`config.mk`:
```
export PLATFORM = sky130hd
export DESIGN_NAME = rftc_core
export DESIGN_NICKNAME = d
export VERILOG_FILES = /design/src/core/rftc_core.v
export VERILOG_INCLUDE_DIRS = /design/src /design/src/core
export SDC_FILE = /design/constraint.sdc
export NUM_CORES = 2
export LEC_CHECK = 0
export BUFFER_PORTS_ARGS = -buffer_cell sky130_fd_sc_hd__buf_2
export CAP_MARGIN = 10
export CORE_UTILIZATION = 55
export DETAILED_ROUTE_END_ITERATION = 10
export GPL_ROUTABILITY_DRIVEN = 0
export MAX_ROUTING_LAYER = met4
export PLACE_DENSITY_LB_ADDON = 0.2
export SETUP_SLACK_MARGIN = 0.5
export SYNTH_ARGS = -nofsm -noshare
export SYNTH_HDL_FRONTEND = slang
export SYNTH_SLANG_ARGS = --single-unit
```
`constraint.sdc`:
```
create_clock -name clk -period 14.7 [get_ports clk]
set_clock_uncertainty 0.1 [all_clocks]
set_input_delay 0.735 -clock clk [delete_from_list [all_inputs] [get_ports clk]]
set_output_delay 0.735 -clock clk [all_outputs]
set_load 0.01 [all_outputs]
```
`src/core/rftc_map.vh`:
```
`ifndef RFTC_MAP_VH
`define RFTC_MAP_VH
// parameter indices on the configuration port
`define RFTC_IDX_MIN_BE      4'h0
`define RFTC_IDX_GAP         4'h1
`define RFTC_IDX_HOLD        4'h2
`define RFTC_IDX_RETRY       4'h3
`define RFTC_IDX_MASK        4'h4
`define RFTC_IDX_SD          4'h5
`define RFTC_IDX_ADDR_HI     4'h6
`define RFTC_IDX_ADDR_LO     4'h7
`define RFTC_IDX_SLEEP       4'h8
`define RFTC_IDX_DEST_LO     4'h9
// reset values and limits
`define RFTC_RST_MIN_BE      8'h00
`define RFTC_RST_GAP         8'h03
`define RFTC_RST_HOLD        8'h28
`define RFTC_RST_RETRY       8'h00
`define RFTC_RST_MASK        16'h1FFE
`define RFTC_RST_SD          8'h04
`define RFTC_RST_SLEEP       8'h00
`define RFTC_RST_DEST_LO     16'h0000
`define RFTC_MAX_MIN_BE      8'h03
`define RFTC_MAX_RETRY       8'h06
`define RFTC_MAX_SD          8'h0F
`define RFTC_MAX_BE          3'h5
`define RFTC_MAC_TRIES       3'h4
`define RFTC_HOLD_FOREVER    8'hFF
`define RFTC_BCAST           16'hFFFF
`define RFTC_HP_MASK_BAN     16'hC001
`define RFTC_CHAN_BASE       8'h0B
`define RFTC_PKT_MAX         7'h64
`define RFTC_RAND_RETRY_BITS 12
`define RFTC_LFSR_SEED       16'hACE1
`define RFTC_LFSR_TAPS       16'hB400
// timing, each in its own unit
`define RFTC_CLK_NS          10
`define RFTC_ACK_MS          200
`define RFTC_RETRY_MAX_MS    48
`define RFTC_HOLD_UNIT_MS    100
`define RFTC_SCAN_UNIT_NS    15360000
`define RFTC_BACKOFF_NS      320000
`define RFTC_PWM_STEPS       9'd445
`define RFTC_PWM_STEP_NS     144
`define RFTC_CHAR_NS         1041670
// rssi to duty: 24 % floor, about 7.6 steps per dB
`define RFTC_DUTY_FLOOR      9'd107
`define RFTC_DUTY_SLOPE      12'h791
`endif

```
`src/core/rftc_core.v`:
```
`timescale 1ns/1ns
`include "rftc_map.vh"
module rftc_core #(
   parameter [63:0] UNIQUE_ADDR     = 64'h0123456789ABCDEF,     // arbitrary value
   parameter        HIGH_POWER      = 1'b0,                     // high-power variant
   parameter        ACK_CYC         = (`RFTC_ACK_MS * 1000000) / `RFTC_CLK_NS,
   parameter        RETRY_UNIT_CYC  = ((`RFTC_RETRY_MAX_MS * 1000000) / `RFTC_CLK_NS) >> `RFTC_RAND_RETRY_BITS,
   parameter        HOLD_UNIT_CYC   = (`RFTC_HOLD_UNIT_MS * 1000000) / `RFTC_CLK_NS,
   parameter        SCAN_UNIT_CYC   = `RFTC_SCAN_UNIT_NS / `RFTC_CLK_NS,
   parameter        BACKOFF_CYC     = `RFTC_BACKOFF_NS / `RFTC_CLK_NS,
   parameter        CHAR_CYC        = `RFTC_CHAR_NS / `RFTC_CLK_NS
) (
   input  wire        clk,               // 100 MHz
   input  wire        rst_n,             // synchronous reset
   input  wire        cfg_wr,            // parameter write strobe
   input  wire        cfg_rd,            // parameter read strobe
   input  wire [3:0]  cfg_idx,           // parameter index
   input  wire [31:0] cfg_wdata,         // write value
   output reg  [31:0] cfg_rdata,         // read value, one cycle after cfg_rd
   input  wire        rx_valid,          // serial byte received
   input  wire [7:0]  rx_byte,           // serial byte
   output wire        rx_ready,          // buffer can accept a byte
   output reg  [6:0]  tx_len,            // bytes in packet being sent
   input  wire [6:0]  tx_rd_addr,        // radio reads packet byte
   output reg  [7:0]  tx_rd_data,        // byte, one cycle later
   input  wire        cca_clear,         // channel clear
   output reg         rf_send,           // start one radio send
   output reg         rf_ack_req,        // ack request bit in header
   input  wire        rf_done,           // radio send finished
   input  wire        rf_purged,         // send purged by sleep coordinator
   input  wire        ack_rx,            // acknowledgement received
   output reg         tx_ok,             // packet delivered
   output reg         tx_drop,           // packet dropped
   input  wire        rx_pkt,            // radio packet received
   input  wire [7:0]  rx_db,             // dB above sensitivity, zero at or below
   output reg         pwm_out,           // rssi pwm
   input  wire        scan_req,          // commanded or association scan
   input  wire        scan_energy,       // energy scan when high
   input  wire        coord_start,       // coordinator startup
   input  wire        reassign_network_id_option, // coordinator option
   input  wire        reassign_channel_option,    // coordinator option
   output reg         scan_busy,         // scan running
   output reg         scan_is_energy,    // running scan is energy scan
   output reg  [7:0]  scan_channel,      // channel being scanned
   output reg         scan_done,         // scan finished pulse
   output wire        low_power_allow    // sleep may be entered
);
   localparam S_IDLE = 6'b000001;
   localparam S_BOFF = 6'b000010;
   localparam S_CCA  = 6'b000100;
   localparam S_SEND = 6'b001000;
   localparam S_ACK  = 6'b010000;
   localparam S_RDLY = 6'b100000;
   localparam PWM_STEP_CYC = `RFTC_PWM_STEP_NS / `RFTC_CLK_NS;
   // first set channel at or above position from; 16 when none
   function [4:0] next_chan;
      input [15:0] mask;
      input [4:0]  from;
      integer      i;
      begin
         next_chan = 5'h10;
         for (i = 15; i >= 0; i = i - 1) begin
            if (mask[i] && i >= from)
               next_chan = i[4:0];
         end
      end
   endfunction

   reg [7:0]  min_be_reg, gap_reg, hold_reg, retry_reg, sd_reg, sleep_reg;
   reg [15:0] mask_reg, dest_lo_reg;
   reg [15:0] lfsr_reg;

   always @(posedge clk) begin
      if (!rst_n) begin
         min_be_reg  <= `RFTC_RST_MIN_BE;
         gap_reg     <= `RFTC_RST_GAP;
         hold_reg    <= `RFTC_RST_HOLD;
         retry_reg   <= `RFTC_RST_RETRY;
         mask_reg    <= `RFTC_RST_MASK & (HIGH_POWER ? ~`RFTC_HP_MASK_BAN : 16'hFFFF);
         sd_reg      <= `RFTC_RST_SD;
         sleep_reg   <= `RFTC_RST_SLEEP;
         dest_lo_reg <= `RFTC_RST_DEST_LO;
         cfg_rdata   <= 32'h0;
      end else begin
         if (cfg_wr) begin
            case (cfg_idx)
               `RFTC_IDX_MIN_BE: if (cfg_wdata[7:0] <= `RFTC_MAX_MIN_BE) min_be_reg <= cfg_wdata[7:0];
               `RFTC_IDX_GAP:    gap_reg <= cfg_wdata[7:0];
               `RFTC_IDX_HOLD:   hold_reg <= cfg_wdata[7:0];
               `RFTC_IDX_RETRY:  if (cfg_wdata[7:0] <= `RFTC_MAX_RETRY) retry_reg <= cfg_wdata[7:0];
               `RFTC_IDX_MASK:   mask_reg <= cfg_wdata[15:0] & (HIGH_POWER ? ~`RFTC_HP_MASK_BAN : 16'hFFFF);
               `RFTC_IDX_SD:     if (cfg_wdata[7:0] <= `RFTC_MAX_SD) sd_reg <= cfg_wdata[7:0];
               `RFTC_IDX_SLEEP:  sleep_reg <= cfg_wdata[7:0];
               `RFTC_IDX_DEST_LO: dest_lo_reg <= cfg_wdata[15:0];
               default: ; // address words ignore writes
            endcase
         end
         if (cfg_rd) begin
            case (cfg_idx)
               `RFTC_IDX_MIN_BE:  cfg_rdata <= {24'h0, min_be_reg};
               `RFTC_IDX_GAP:     cfg_rdata <= {24'h0, gap_reg};
               `RFTC_IDX_HOLD:    cfg_rdata <= {24'h0, hold_reg};
               `RFTC_IDX_RETRY:   cfg_rdata <= {24'h0, retry_reg};
               `RFTC_IDX_MASK:    cfg_rdata <= {16'h0, mask_reg};
               `RFTC_IDX_SD:      cfg_rdata <= {24'h0, sd_reg};
               `RFTC_IDX_ADDR_HI: cfg_rdata <= UNIQUE_ADDR[63:32];
               `RFTC_IDX_ADDR_LO: cfg_rdata <= UNIQUE_ADDR[31:0];
               `RFTC_IDX_SLEEP:   cfg_rdata <= {24'h0, sleep_reg};
               `RFTC_IDX_DEST_LO: cfg_rdata <= {16'h0, dest_lo_reg};
               default:           cfg_rdata <= 32'h0;
            endcase
         end
      end
   end

   // awake whenever sleep is not selected; no sleep state machine here
   assign low_power_allow = (sleep_reg != `RFTC_RST_SLEEP);

   // runs every cycle regardless of traffic, so nodes decorrelate
   always @(posedge clk) begin
      if (!rst_n)
         lfsr_reg <= `RFTC_LFSR_SEED;
      else
         lfsr_reg <= lfsr_reg[0] ? ((lfsr_reg >> 1) ^ `RFTC_LFSR_TAPS) : (lfsr_reg >> 1);
   end
   reg  [7:0]  buf_mem [0:99];
   reg  [6:0]  cnt_reg;
   reg  [31:0] char_pre_reg;
   reg  [7:0]  silent_reg;
   reg         pend_reg;
   reg  [5:0]  state_reg;
   wire        take = rx_valid && rx_ready;
   wire        fire = !pend_reg && state_reg == S_IDLE && cnt_reg != 7'h0 &&
                      (gap_reg == 8'h0 || silent_reg >= gap_reg || cnt_reg == `RFTC_PKT_MAX);
   wire        fin;
   // bytes wait while a packet is in flight or launching, else a byte taken on the launch edge is lost
   assign rx_ready = !pend_reg && !fire && cnt_reg != `RFTC_PKT_MAX;
   always @(posedge clk) begin
      if (take)
         buf_mem[cnt_reg] <= rx_byte;
      tx_rd_data <= buf_mem[tx_rd_addr];
   end

   always @(posedge clk) begin
      if (!rst_n) begin
         cnt_reg      <= 7'h0;
         char_pre_reg <= 32'h0;
         silent_reg   <= 8'h0;
         pend_reg     <= 1'b0;
         tx_len       <= 7'h0;
      end else begin
         if (take) begin
            cnt_reg      <= cnt_reg + 7'h1;
            char_pre_reg <= 32'h0;
            silent_reg   <= 8'h0;
         end else if (cnt_reg != 7'h0 && silent_reg != 8'hFF) begin
            if (char_pre_reg == CHAR_CYC - 1) begin
               char_pre_reg <= 32'h0;
               silent_reg   <= silent_reg + 8'h1;
            end else
               char_pre_reg <= char_pre_reg + 32'h1;
         end
         if (fire) begin
            pend_reg <= 1'b1;
            tx_len   <= cnt_reg;
         end else if (fin) begin
            pend_reg   <= 1'b0;
            cnt_reg    <= 7'h0;
            silent_reg <= 8'h0;
         end
      end
   end
   reg  [2:0]  be_reg, nb_reg;
   reg  [7:0]  app_left_reg;
   reg         bcast_reg;
   reg  [31:0] pre_reg, pre_len_reg;
   reg  [15:0] units_reg;
   wire        tick = (pre_reg == pre_len_reg - 1);
   wire [15:0] rand_be = lfsr_reg & ((16'h1 << be_reg) - 16'h1);
   wire [15:0] rand_first = lfsr_reg & ((16'h1 << min_be_reg[2:0]) - 16'h1);
   assign fin = tx_ok || tx_drop;
   always @(posedge clk) begin
      if (!rst_n) begin
         state_reg    <= S_IDLE;
         be_reg       <= 3'h0;
         nb_reg       <= 3'h0;
         app_left_reg <= 8'h0;
         bcast_reg    <= 1'b0;
         pre_reg      <= 32'h0;
         pre_len_reg  <= 32'h1;
         units_reg    <= 16'h0;
         rf_send      <= 1'b0;
         rf_ack_req   <= 1'b0;
         tx_ok        <= 1'b0;
         tx_drop      <= 1'b0;
      end else begin
         rf_send <= 1'b0;
         tx_ok   <= 1'b0;
         tx_drop <= 1'b0;
         case (state_reg)
            S_IDLE: if (pend_reg && !fin) begin
               bcast_reg  <= (dest_lo_reg == `RFTC_BCAST);
               rf_ack_req <= (dest_lo_reg != `RFTC_BCAST) && retry_reg != 8'h0;
               // broadcast repeats: none, or retries plus one more
               if (dest_lo_reg == `RFTC_BCAST)
                  app_left_reg <= (retry_reg == 8'h0) ? 8'h0 : retry_reg + 8'h1;
               else
                  app_left_reg <= retry_reg;
               be_reg      <= min_be_reg[2:0];
               nb_reg      <= 3'h0;
               pre_reg     <= 32'h0;
               pre_len_reg <= BACKOFF_CYC;
               units_reg   <= rand_first; // zero when exponent is zero
               state_reg   <= S_BOFF;
            end
            S_BOFF, S_ACK, S_RDLY: begin
               if (state_reg == S_ACK && ack_rx) begin
                  tx_ok     <= 1'b1;
                  state_reg <= S_IDLE;
               end else if (units_reg == 16'h0) begin
                  if (state_reg == S_ACK) begin
                     if (app_left_reg != 8'h0) begin
                        app_left_reg <= app_left_reg - 8'h1;
                        pre_len_reg  <= RETRY_UNIT_CYC;
                        units_reg    <= {4'h0, lfsr_reg[`RFTC_RAND_RETRY_BITS-1:0]};
                        state_reg    <= S_RDLY;
                     end else begin
                        tx_drop   <= 1'b1;
                        state_reg <= S_IDLE;
                     end
                  end else if (state_reg == S_RDLY) begin
                     be_reg      <= min_be_reg[2:0];
                     nb_reg      <= 3'h0;
                     pre_len_reg <= BACKOFF_CYC;
                     units_reg   <= rand_first;
                     state_reg   <= S_BOFF;
                  end else
                     state_reg <= S_CCA;
                  pre_reg <= 32'h0;
               end else if (tick) begin
                  pre_reg   <= 32'h0;
                  units_reg <= units_reg - 16'h1;
               end else
                  pre_reg <= pre_reg + 32'h1;
            end
            S_CCA: begin
               if (cca_clear) begin
                  rf_send   <= 1'b1;
                  state_reg <= S_SEND;
               end else if (nb_reg == `RFTC_MAC_TRIES - 3'h1) begin
                  tx_drop   <= 1'b1;
                  state_reg <= S_IDLE;
               end else begin
                  nb_reg    <= nb_reg + 3'h1;
                  be_reg    <= (be_reg == `RFTC_MAX_BE) ? be_reg : be_reg + 3'h1;
                  units_reg <= (be_reg == `RFTC_MAX_BE) ? rand_be : lfsr_reg & ((16'h2 << be_reg) - 16'h1);
                  state_reg <= S_BOFF;
               end
            end
            S_SEND: if (rf_done) begin
               if (rf_purged) begin
                  tx_drop   <= 1'b1;
                  state_reg <= S_IDLE;
               end else if (bcast_reg) begin
                  if (app_left_reg != 8'h0) begin
                     app_left_reg <= app_left_reg - 8'h1;
                     nb_reg       <= 3'h0;
                     be_reg       <= min_be_reg[2:0];
                     pre_len_reg  <= BACKOFF_CYC;
                     units_reg    <= rand_first;
                     state_reg    <= S_BOFF;
                  end else begin
                     tx_ok     <= 1'b1;
                     state_reg <= S_IDLE;
                  end
               end else if (rf_ack_req) begin
                  pre_reg     <= 32'h0;
                  pre_len_reg <= ACK_CYC;
                  units_reg   <= 16'h1;
                  state_reg   <= S_ACK;
               end else begin
                  tx_ok     <= 1'b1;
                  state_reg <= S_IDLE;
               end
            end
            default: state_reg <= S_IDLE;
         endcase
      end
   end
   reg  [3:0]  step_pre_reg;
   reg  [8:0]  pos_reg, duty_reg;
   reg         act_reg;
   reg  [31:0] hold_pre_reg;
   reg  [7:0]  hold_cnt_reg;
   wire [19:0] db_scaled = rx_db * `RFTC_DUTY_SLOPE;
   wire [11:0] duty_raw = {3'b0, `RFTC_DUTY_FLOOR} + db_scaled[19:8];
   always @(posedge clk) begin
      if (!rst_n) begin
         step_pre_reg <= 4'h0;
         pos_reg      <= 9'h0;
         duty_reg     <= 9'h0;
         act_reg      <= 1'b0;
         hold_pre_reg <= 32'h0;
         hold_cnt_reg <= 8'h0;
         pwm_out      <= 1'b0;
      end else begin
         if (step_pre_reg == PWM_STEP_CYC - 1) begin
            step_pre_reg <= 4'h0;
            pos_reg      <= (pos_reg == `RFTC_PWM_STEPS - 9'd1) ? 9'h0 : pos_reg + 9'h1;
         end else
            step_pre_reg <= step_pre_reg + 4'h1;
         if (rx_pkt) begin
            duty_reg     <= (duty_raw > {3'b0, `RFTC_PWM_STEPS}) ? `RFTC_PWM_STEPS : duty_raw[8:0];
            act_reg      <= (hold_reg != 8'h0);
            hold_pre_reg <= 32'h0;
            hold_cnt_reg <= hold_reg;
         end else if (act_reg && hold_reg != `RFTC_HOLD_FOREVER) begin
            if (hold_cnt_reg == 8'h0)
               act_reg <= 1'b0;
            else if (hold_pre_reg == HOLD_UNIT_CYC - 1) begin
               hold_pre_reg <= 32'h0;
               hold_cnt_reg <= hold_cnt_reg - 8'h1;
            end else
               hold_pre_reg <= hold_pre_reg + 32'h1;
         end
         pwm_out <= act_reg && (pos_reg < duty_reg);
      end
   end
   reg  [4:0]  chan_reg;
   reg  [31:0] scan_pre_reg;
   reg  [16:0] scan_units_reg;
   wire        coord_scan = coord_start && (reassign_network_id_option || reassign_channel_option);
   wire [4:0]  first_chan = next_chan(mask_reg, 5'h0);
   wire [4:0]  after_chan = next_chan(mask_reg, chan_reg + 5'h1);
   always @(posedge clk) begin
      if (!rst_n) begin
         scan_busy      <= 1'b0;
         scan_is_energy <= 1'b0;
         scan_channel   <= 8'h0;
         scan_done      <= 1'b0;
         chan_reg       <= 5'h0;
         scan_pre_reg   <= 32'h0;
         scan_units_reg <= 17'h0;
      end else begin
         scan_done <= 1'b0;
         if (!scan_busy) begin
            if (scan_req || coord_scan) begin
               // network search wins when both coordinator options are set
               scan_is_energy <= coord_scan ? !reassign_network_id_option : scan_energy;
               if (first_chan[4])
                  scan_done <= 1'b1;
               else begin
                  scan_busy    <= 1'b1;
                  chan_reg     <= first_chan;
                  scan_channel <= `RFTC_CHAN_BASE + {4'h0, first_chan[3:0]};
               end
               scan_pre_reg   <= 32'h0;
               scan_units_reg <= 17'h0;
            end
         end else if (scan_pre_reg == SCAN_UNIT_CYC - 1) begin
            scan_pre_reg <= 32'h0;
            if (scan_units_reg == (17'h1 << sd_reg[3:0]) - 17'h1) begin
               scan_units_reg <= 17'h0;
               if (chan_reg == 5'hF || after_chan[4]) begin
                  scan_busy <= 1'b0;
                  scan_done <= 1'b1;
               end else begin
                  chan_reg     <= after_chan;
                  scan_channel <= `RFTC_CHAN_BASE + {4'h0, after_chan[3:0]};
               end
            end else
               scan_units_reg <= scan_units_reg + 17'h1;
         end else
            scan_pre_reg <= scan_pre_reg + 32'h1;
      end
   end
endmodule // rftc_core

```
# [After elaboration in Yosys (flattened, before gate mapping)]
# Memory sizes are Yosys's and may differ from the RTL's. A register that Yosys moved wholly into a read port is not among the register bits.
# Index checks and enable logic that the tools add are counted.
# Widths: inputs -> output; s select.
[totals] reg_bits=417 ram_bits=800 in_bits=74 output_inout_bits=65 memories=1
[mem_list] memory="buf_mem" words=100 word_bits=8 rd=1 rd_ports_with_merged_regs=1 wr=1 line="rftc_core.v:126" source="reg [7:0] buf_mem [0:99];"
[classes] n_addsub=24 n_mul=1 n_lt_le_gt_ge=22 n_eq_ne=59 shifts=4 mux=192 n_bitwise=7 reduce_logical=83
[op_table] cell="$mux 32" count=24
[op_table] cell="$pmux 32 s10" count=1
[op_table] cell="$mux 16" count=16
[op_table] cell="$mux 8" count=25
[op_table] cell="$mux 5" count=39
[op_table] cell="$pmux 32 s3" count=2
[op_table] cell="$add 32x1->32 const B" count=4
[op_table] cell="$mux 3" count=24
[op_table] cell="$mux 17" count=4
[op_table] cell="$pmux 16 s4" count=1
[op_table] cell="$sub 16x1->16 const B" count=4
[op_table] cell="$and 16x16->16" count=3
[op_table] cell="$mux 6" count=8
[op_table] cell="$ge 4x5->1 const A" count=8
[op_table] cell="$mux 1" count=34
[op_table] cell="$ne 2x2->1 const B" count=17
[op_table] cell="$eq 32x17->1 const B" count=1
[op_table] cell="$eq 32x21->1 const B" count=1
[op_table] cell="$eq 32x24->1 const B" count=1
[op_table] cell="$eq 32x32->1" count=1
[op_table] cell="$reduce_bool 8->1" count=4
[op_table] cell="$shl 1x3->16 const A" count=2
[op_table] cell="$sub 32x1->32 const B" count=1
[op_table] cell="$logic_and 1x1->1" count=29
[op_table] cell="76 further kinds" count=138

# [Logic depth before layout (Yosys ltp)]
[depth] ltp_word=24 mapped_depth=19 ltp_nobuf=18

# [Worst setup path after synthesis]
# OpenSTA, ideal clock, no wires.
[synth_timing] kind="input-to-reg" start="in rx_db[2]" end="reg duty_reg[6]" t_arrival_ps=5172 required_time_ps=14483 setup_slack_ps=9311 path_stages=18 path_buffers=1 cell_sequence="inv_1 > fa_1 > inv_1 > ha_1 > fa_1 > inv_1 > fa_1 > inv_1 > ha_1 > clkbuf_1 > nand4b_1 > o211ai_1 > nor2_1 > nor2_1 > mux2_2 > nor4b_1 > o21ai_1 > a32o_1"
[synth_via] elab_chain_cells=4
[synth_rtl] element="start, declared" line="rftc_core.v:35" source="input wire [7:0] rx_db,"
[synth_rtl] element="$mul 8x11->19 (no line) *"
[synth_rtl] element="$add 7x11->12 *" line="rftc_core.v:296" source="wire [11:0] duty_raw = {3'b0, `RFTC_DUTY_FLOOR} + db_scaled[19:8];"
[synth_rtl] element="$gt 12x9->1" line="rftc_core.v:313" source="duty_reg <= (duty_raw > {3'b0, `RFTC_PWM_STEPS}) ? `RFTC_PWM_STEPS : duty_raw[8:0];"
[synth_rtl] element="$mux 9 *" line="rftc_core.v:313"
[synth_rtl] element="end signal, assigned" line="rftc_core.v:313"
[synth_rtl] element="end, declared" line="rftc_core.v:291" source="reg [8:0] pos_reg, duty_reg;"
# Every way passes the cells marked *; elsewhere a longest branch is shown, timed or not.
# A chain may end at the register's enable or synchronous reset.

# [Worst setup path in the final report]
[layout_timing] start="in rx_db[4]" end="reg duty_reg[6]"
# Same word-level chain as after synthesis.

==> run_results.csv <==
group,metric,value,unit
status,status,"finished clean",
clock_tree,insertion_delay,0.70,ns
die,rows,113,
grt,grt_overflow,0,
placed_design,dp_hpwl,75600,um
sta,tightest_slew,1.21,ns
clock_tree,h-tree-depth,3,
finish,largest_reg_flops,800,
pwr,intPower,5.83,mW
clock_tree,cts.clk_slew.worst_paths,0.06,ns
sta,period_needed,5.26,ns
worst_setup_path,arrival,5.74,ns
worst_setup_path,timing_worst_setup_path_type,"input port to flop",
pwr,pwr-share-clk,41.1,%
finish,drive_gt1_share,14.6,%
detailed_routing,drc_errors,0,
pwr,finalPower,7.74,mW
grt,grt_use_total,25.7,%
clock_tree,root_buffer,"clkbuf_16",
die,die-area,96900,um^2
finish,top_register,"buf_mem",
logic_synthesis,yosysSeqAreaShare,60.2,%
logic_synthesis,synth_area_per_cell,12.9,um^2
die,start_util,55.5,%
flow_run,maxCapViolCount,0,
logic_synthesis,syn-cell-area,52600,um^2
sta,rsz0062_at_grt,"false",
finish,layout.nets,4277,
detailed_routing,wl_per_cell,22.2,um
pwr,p_sw_share,24.7,%
grt,antenna_found_initial,3,
finish,fin_cells,5465,
die,io_pins,139,
sta,tns,0,ns
detailed_routing,vias,33084,
sta,setup_viol,0,
detailed_routing,vias_per_cell,6.05,
worst_setup_path,crit_required,15.18,ns
sta,hold_violations,0,
sta,timing.final.crit_share,35.8,%
hold_path,hp-class,"input port to flop",
clock_tree,numCtsBuffers,115,
clock_tree,tritoncts,"built",
pwr,ir_drop,107,uV
pwr,power_leakage,19.8,nW
detailed_routing,wl,121000,um
sta,fin_ws,9.44,ns
detailed_routing,ant_nets,0,
grt,grt_pass1_vias,31877,
worst_setup_path,crit_path_end_kind,"flop",
clock_tree,postCtsHoldBufs,0,
detailed_routing,dr.pass1.iters,7,
logic_synthesis,yosysWarningCount,0,
placed_design,dp_slack,8.72,ns
grt,grt_first_pass_wirelength,188000,um
logic_synthesis,synth_edf_count,800,
sta,worst_slew_margin_rel,19.5,%
finish,area_growth_syn_to_layout,10.5,%
finish,seqCellArea,31700,um^2
clock_tree,cts_resized,0,
clock_tree,cts.sinks,1182,
pwr,power.density,133,nW/um^2
grt,grt_max_degree,103,
placed_design,io_buffer_count,111,
pwr,power_frac_seq,46.9,%
detailed_routing,dr.first_iter.drc_count,3134,
logic_synthesis,ys.flop_type,"edfxtp_1",
sta,timing.fmax,190,MHz
placed_design,dp_cells,5243,
clock_tree,cts_setup_buffers,0,
logic_synthesis,synthDistinctLibCells,88,
finish,multi_input_area,19500,um^2
die,die_x,311,um
finish,nFillCells,7188,
logic_synthesis,async_flop_share,0,%
logic_synthesis,syn_inst,4076,
pwr,comb_power_share,12.0,%
pwr,p_sw,1.91,mW
logic_synthesis,ys_seq_elements,1182,
die,core_area,94900,um^2
die,die_h,311,um
worst_setup_path,path_max_fanout,12,
clock_tree,ctsLongestPathBuffers,3,
worst_setup_path,cp-start-kind,"input port",
sta,drv_slew,0,
placed cells by master, fill, tap and decap left out, types with 17 or more instances in the layout:
cell type,instances
nor2_1,433
clkinv_2,17
a31oi_1,28
nor4_1,33
dfxtp_1,382
o21ai_0,149
clkinv_1,18
bufinv_16,22
xnor2_1,67
nand2_1,309
buf_4,26
nand2b_1,33
clkbuf_16,115
xor2_1,102
a21o_1,28
buf_2,99
inv_1,123
clkbuf_1,25
nand3_1,137
a21oi_1,219
and2_1,44
mux4_2,256
nor3_1,63
mux2i_1,41
edfxtp_1,800
a211oi_1,20
nand4_1,47
ha_1,92
o31ai_1,21
and3_1,57
or3_1,37
o211ai_1,23
mux2_2,18
nor2b_1,23
metal layers:
layer,up-vias,GRT usage [%],routed length (um),part of all wire (%)
li1,15359,-,-,-
met5,-,-,0,0
met3,179,3.89,7370,6.1
met4,0,6.61,2880,2.4
met2,1044,41.2,59300,49
met1,16502,34.4,51500,43
power groups by stage:
| stage | logic, mW | registers (mW) | clock network (mW) |
|---|---|---|---|
| after floorplan | 0.705 | 3.68 | 0 |
| after detailed placement | 0.926 | 3.70 | 0 |
| after global placement | 0.918 | 3.70 | 0 |
| after CTS | 0.933 | 3.63 | 3.23 |
| after global routing | 1.03 | 3.63 | 3.35 |
| final | 0.930 | 3.63 | 3.18 |
critical path, stage by stage:
cell      delay, ns
buf_2          0.15
inv_1          0.10
fa_1           0.49
inv_1          0.05
ha_1           0.29
fa_1           0.53
inv_1          0.05
fa_1           0.52
inv_1          0.04
ha_1           0.42
nand4b_1       0.23
o211ai_1       0.43
nor2_1         0.19
nor2_1         0.28
mux2_2         0.37
nor4b_1        0.32
o21ai_1        0.23
a32o_1         0.30
final cells by class:
cell class	instances	share of cell area [%]
clock buffer	148	5.30
sequential	1182	54.5
multi-input combinational	2541	33.6
inverter	127	0.824
clock inverter	70	1.77
timing repair buffer	129	1.30
antenna	3	0.0129
tap	1265	2.72
final timing paths:
kind	start	end	slack, ns	cells past startpoint
max	rx_db[4]	duty_reg[6]	9.44	18
min	cfg_wdata[15]	dest_lo_reg[15]	0.20	3
max reg2reg	cnt_reg[3]	buf_mem[66][5]	9.88	8
min reg2reg	lfsr_reg[1]	lfsr_reg[0]	0.33	1
kinds of logic (layout without fill, tap and decap cells):
logic type | count (synthesis) | after routing | share of synthesized area, %
compound gates | 627 | 627 | 7.38
mux | 315 | 315 | 12.1
xor+xnor | 169 | 169 | 2.81
flops | 1182 | 1182 | 60.2
other cells | 1 | 14 | 0.00713
simple gates | 1312 | 1312 | 12.0
fa+ha+maj | 107 | 107 | 2.76
buf+inv | 363 | 474 | 2.77
synth_stat cells, drive strengths merged (21+ instances only):
cell,number,area (um^2)
a21o,28,210
a21oi,219,1100
a31oi,28,175
and2,45,282
and3,57,357
buf,63,329
clkbuf,173,649
dfxtp,382,7650
edfxtp,800,24000
ha,92,1150
inv,124,465
mux2i,41,410
mux4,256,5770
nand2,309,1160
nand2b,33,206
nand3,137,686
nand4,47,294
nor2,433,1630
nor2b,24,150
nor3,64,325
nor4,35,234
o211ai,23,173
o21ai,155,776
o31ai,21,158
or3,37,231
xnor2,67,587
xor2,102,893
through the flow:
stage	utilization, %	instance area (um^2)	hold slack [ns]
after floorplan	-	52700	0.304
after global placement	56.9	54000	0.312
after detailed placement	56.9	54000	0.316
after CTS	61.3	58100	0.154
after global routing	61.3	58200	0.173
final	61.3	58200	0.201
Power figures use the tool's default switching activity.
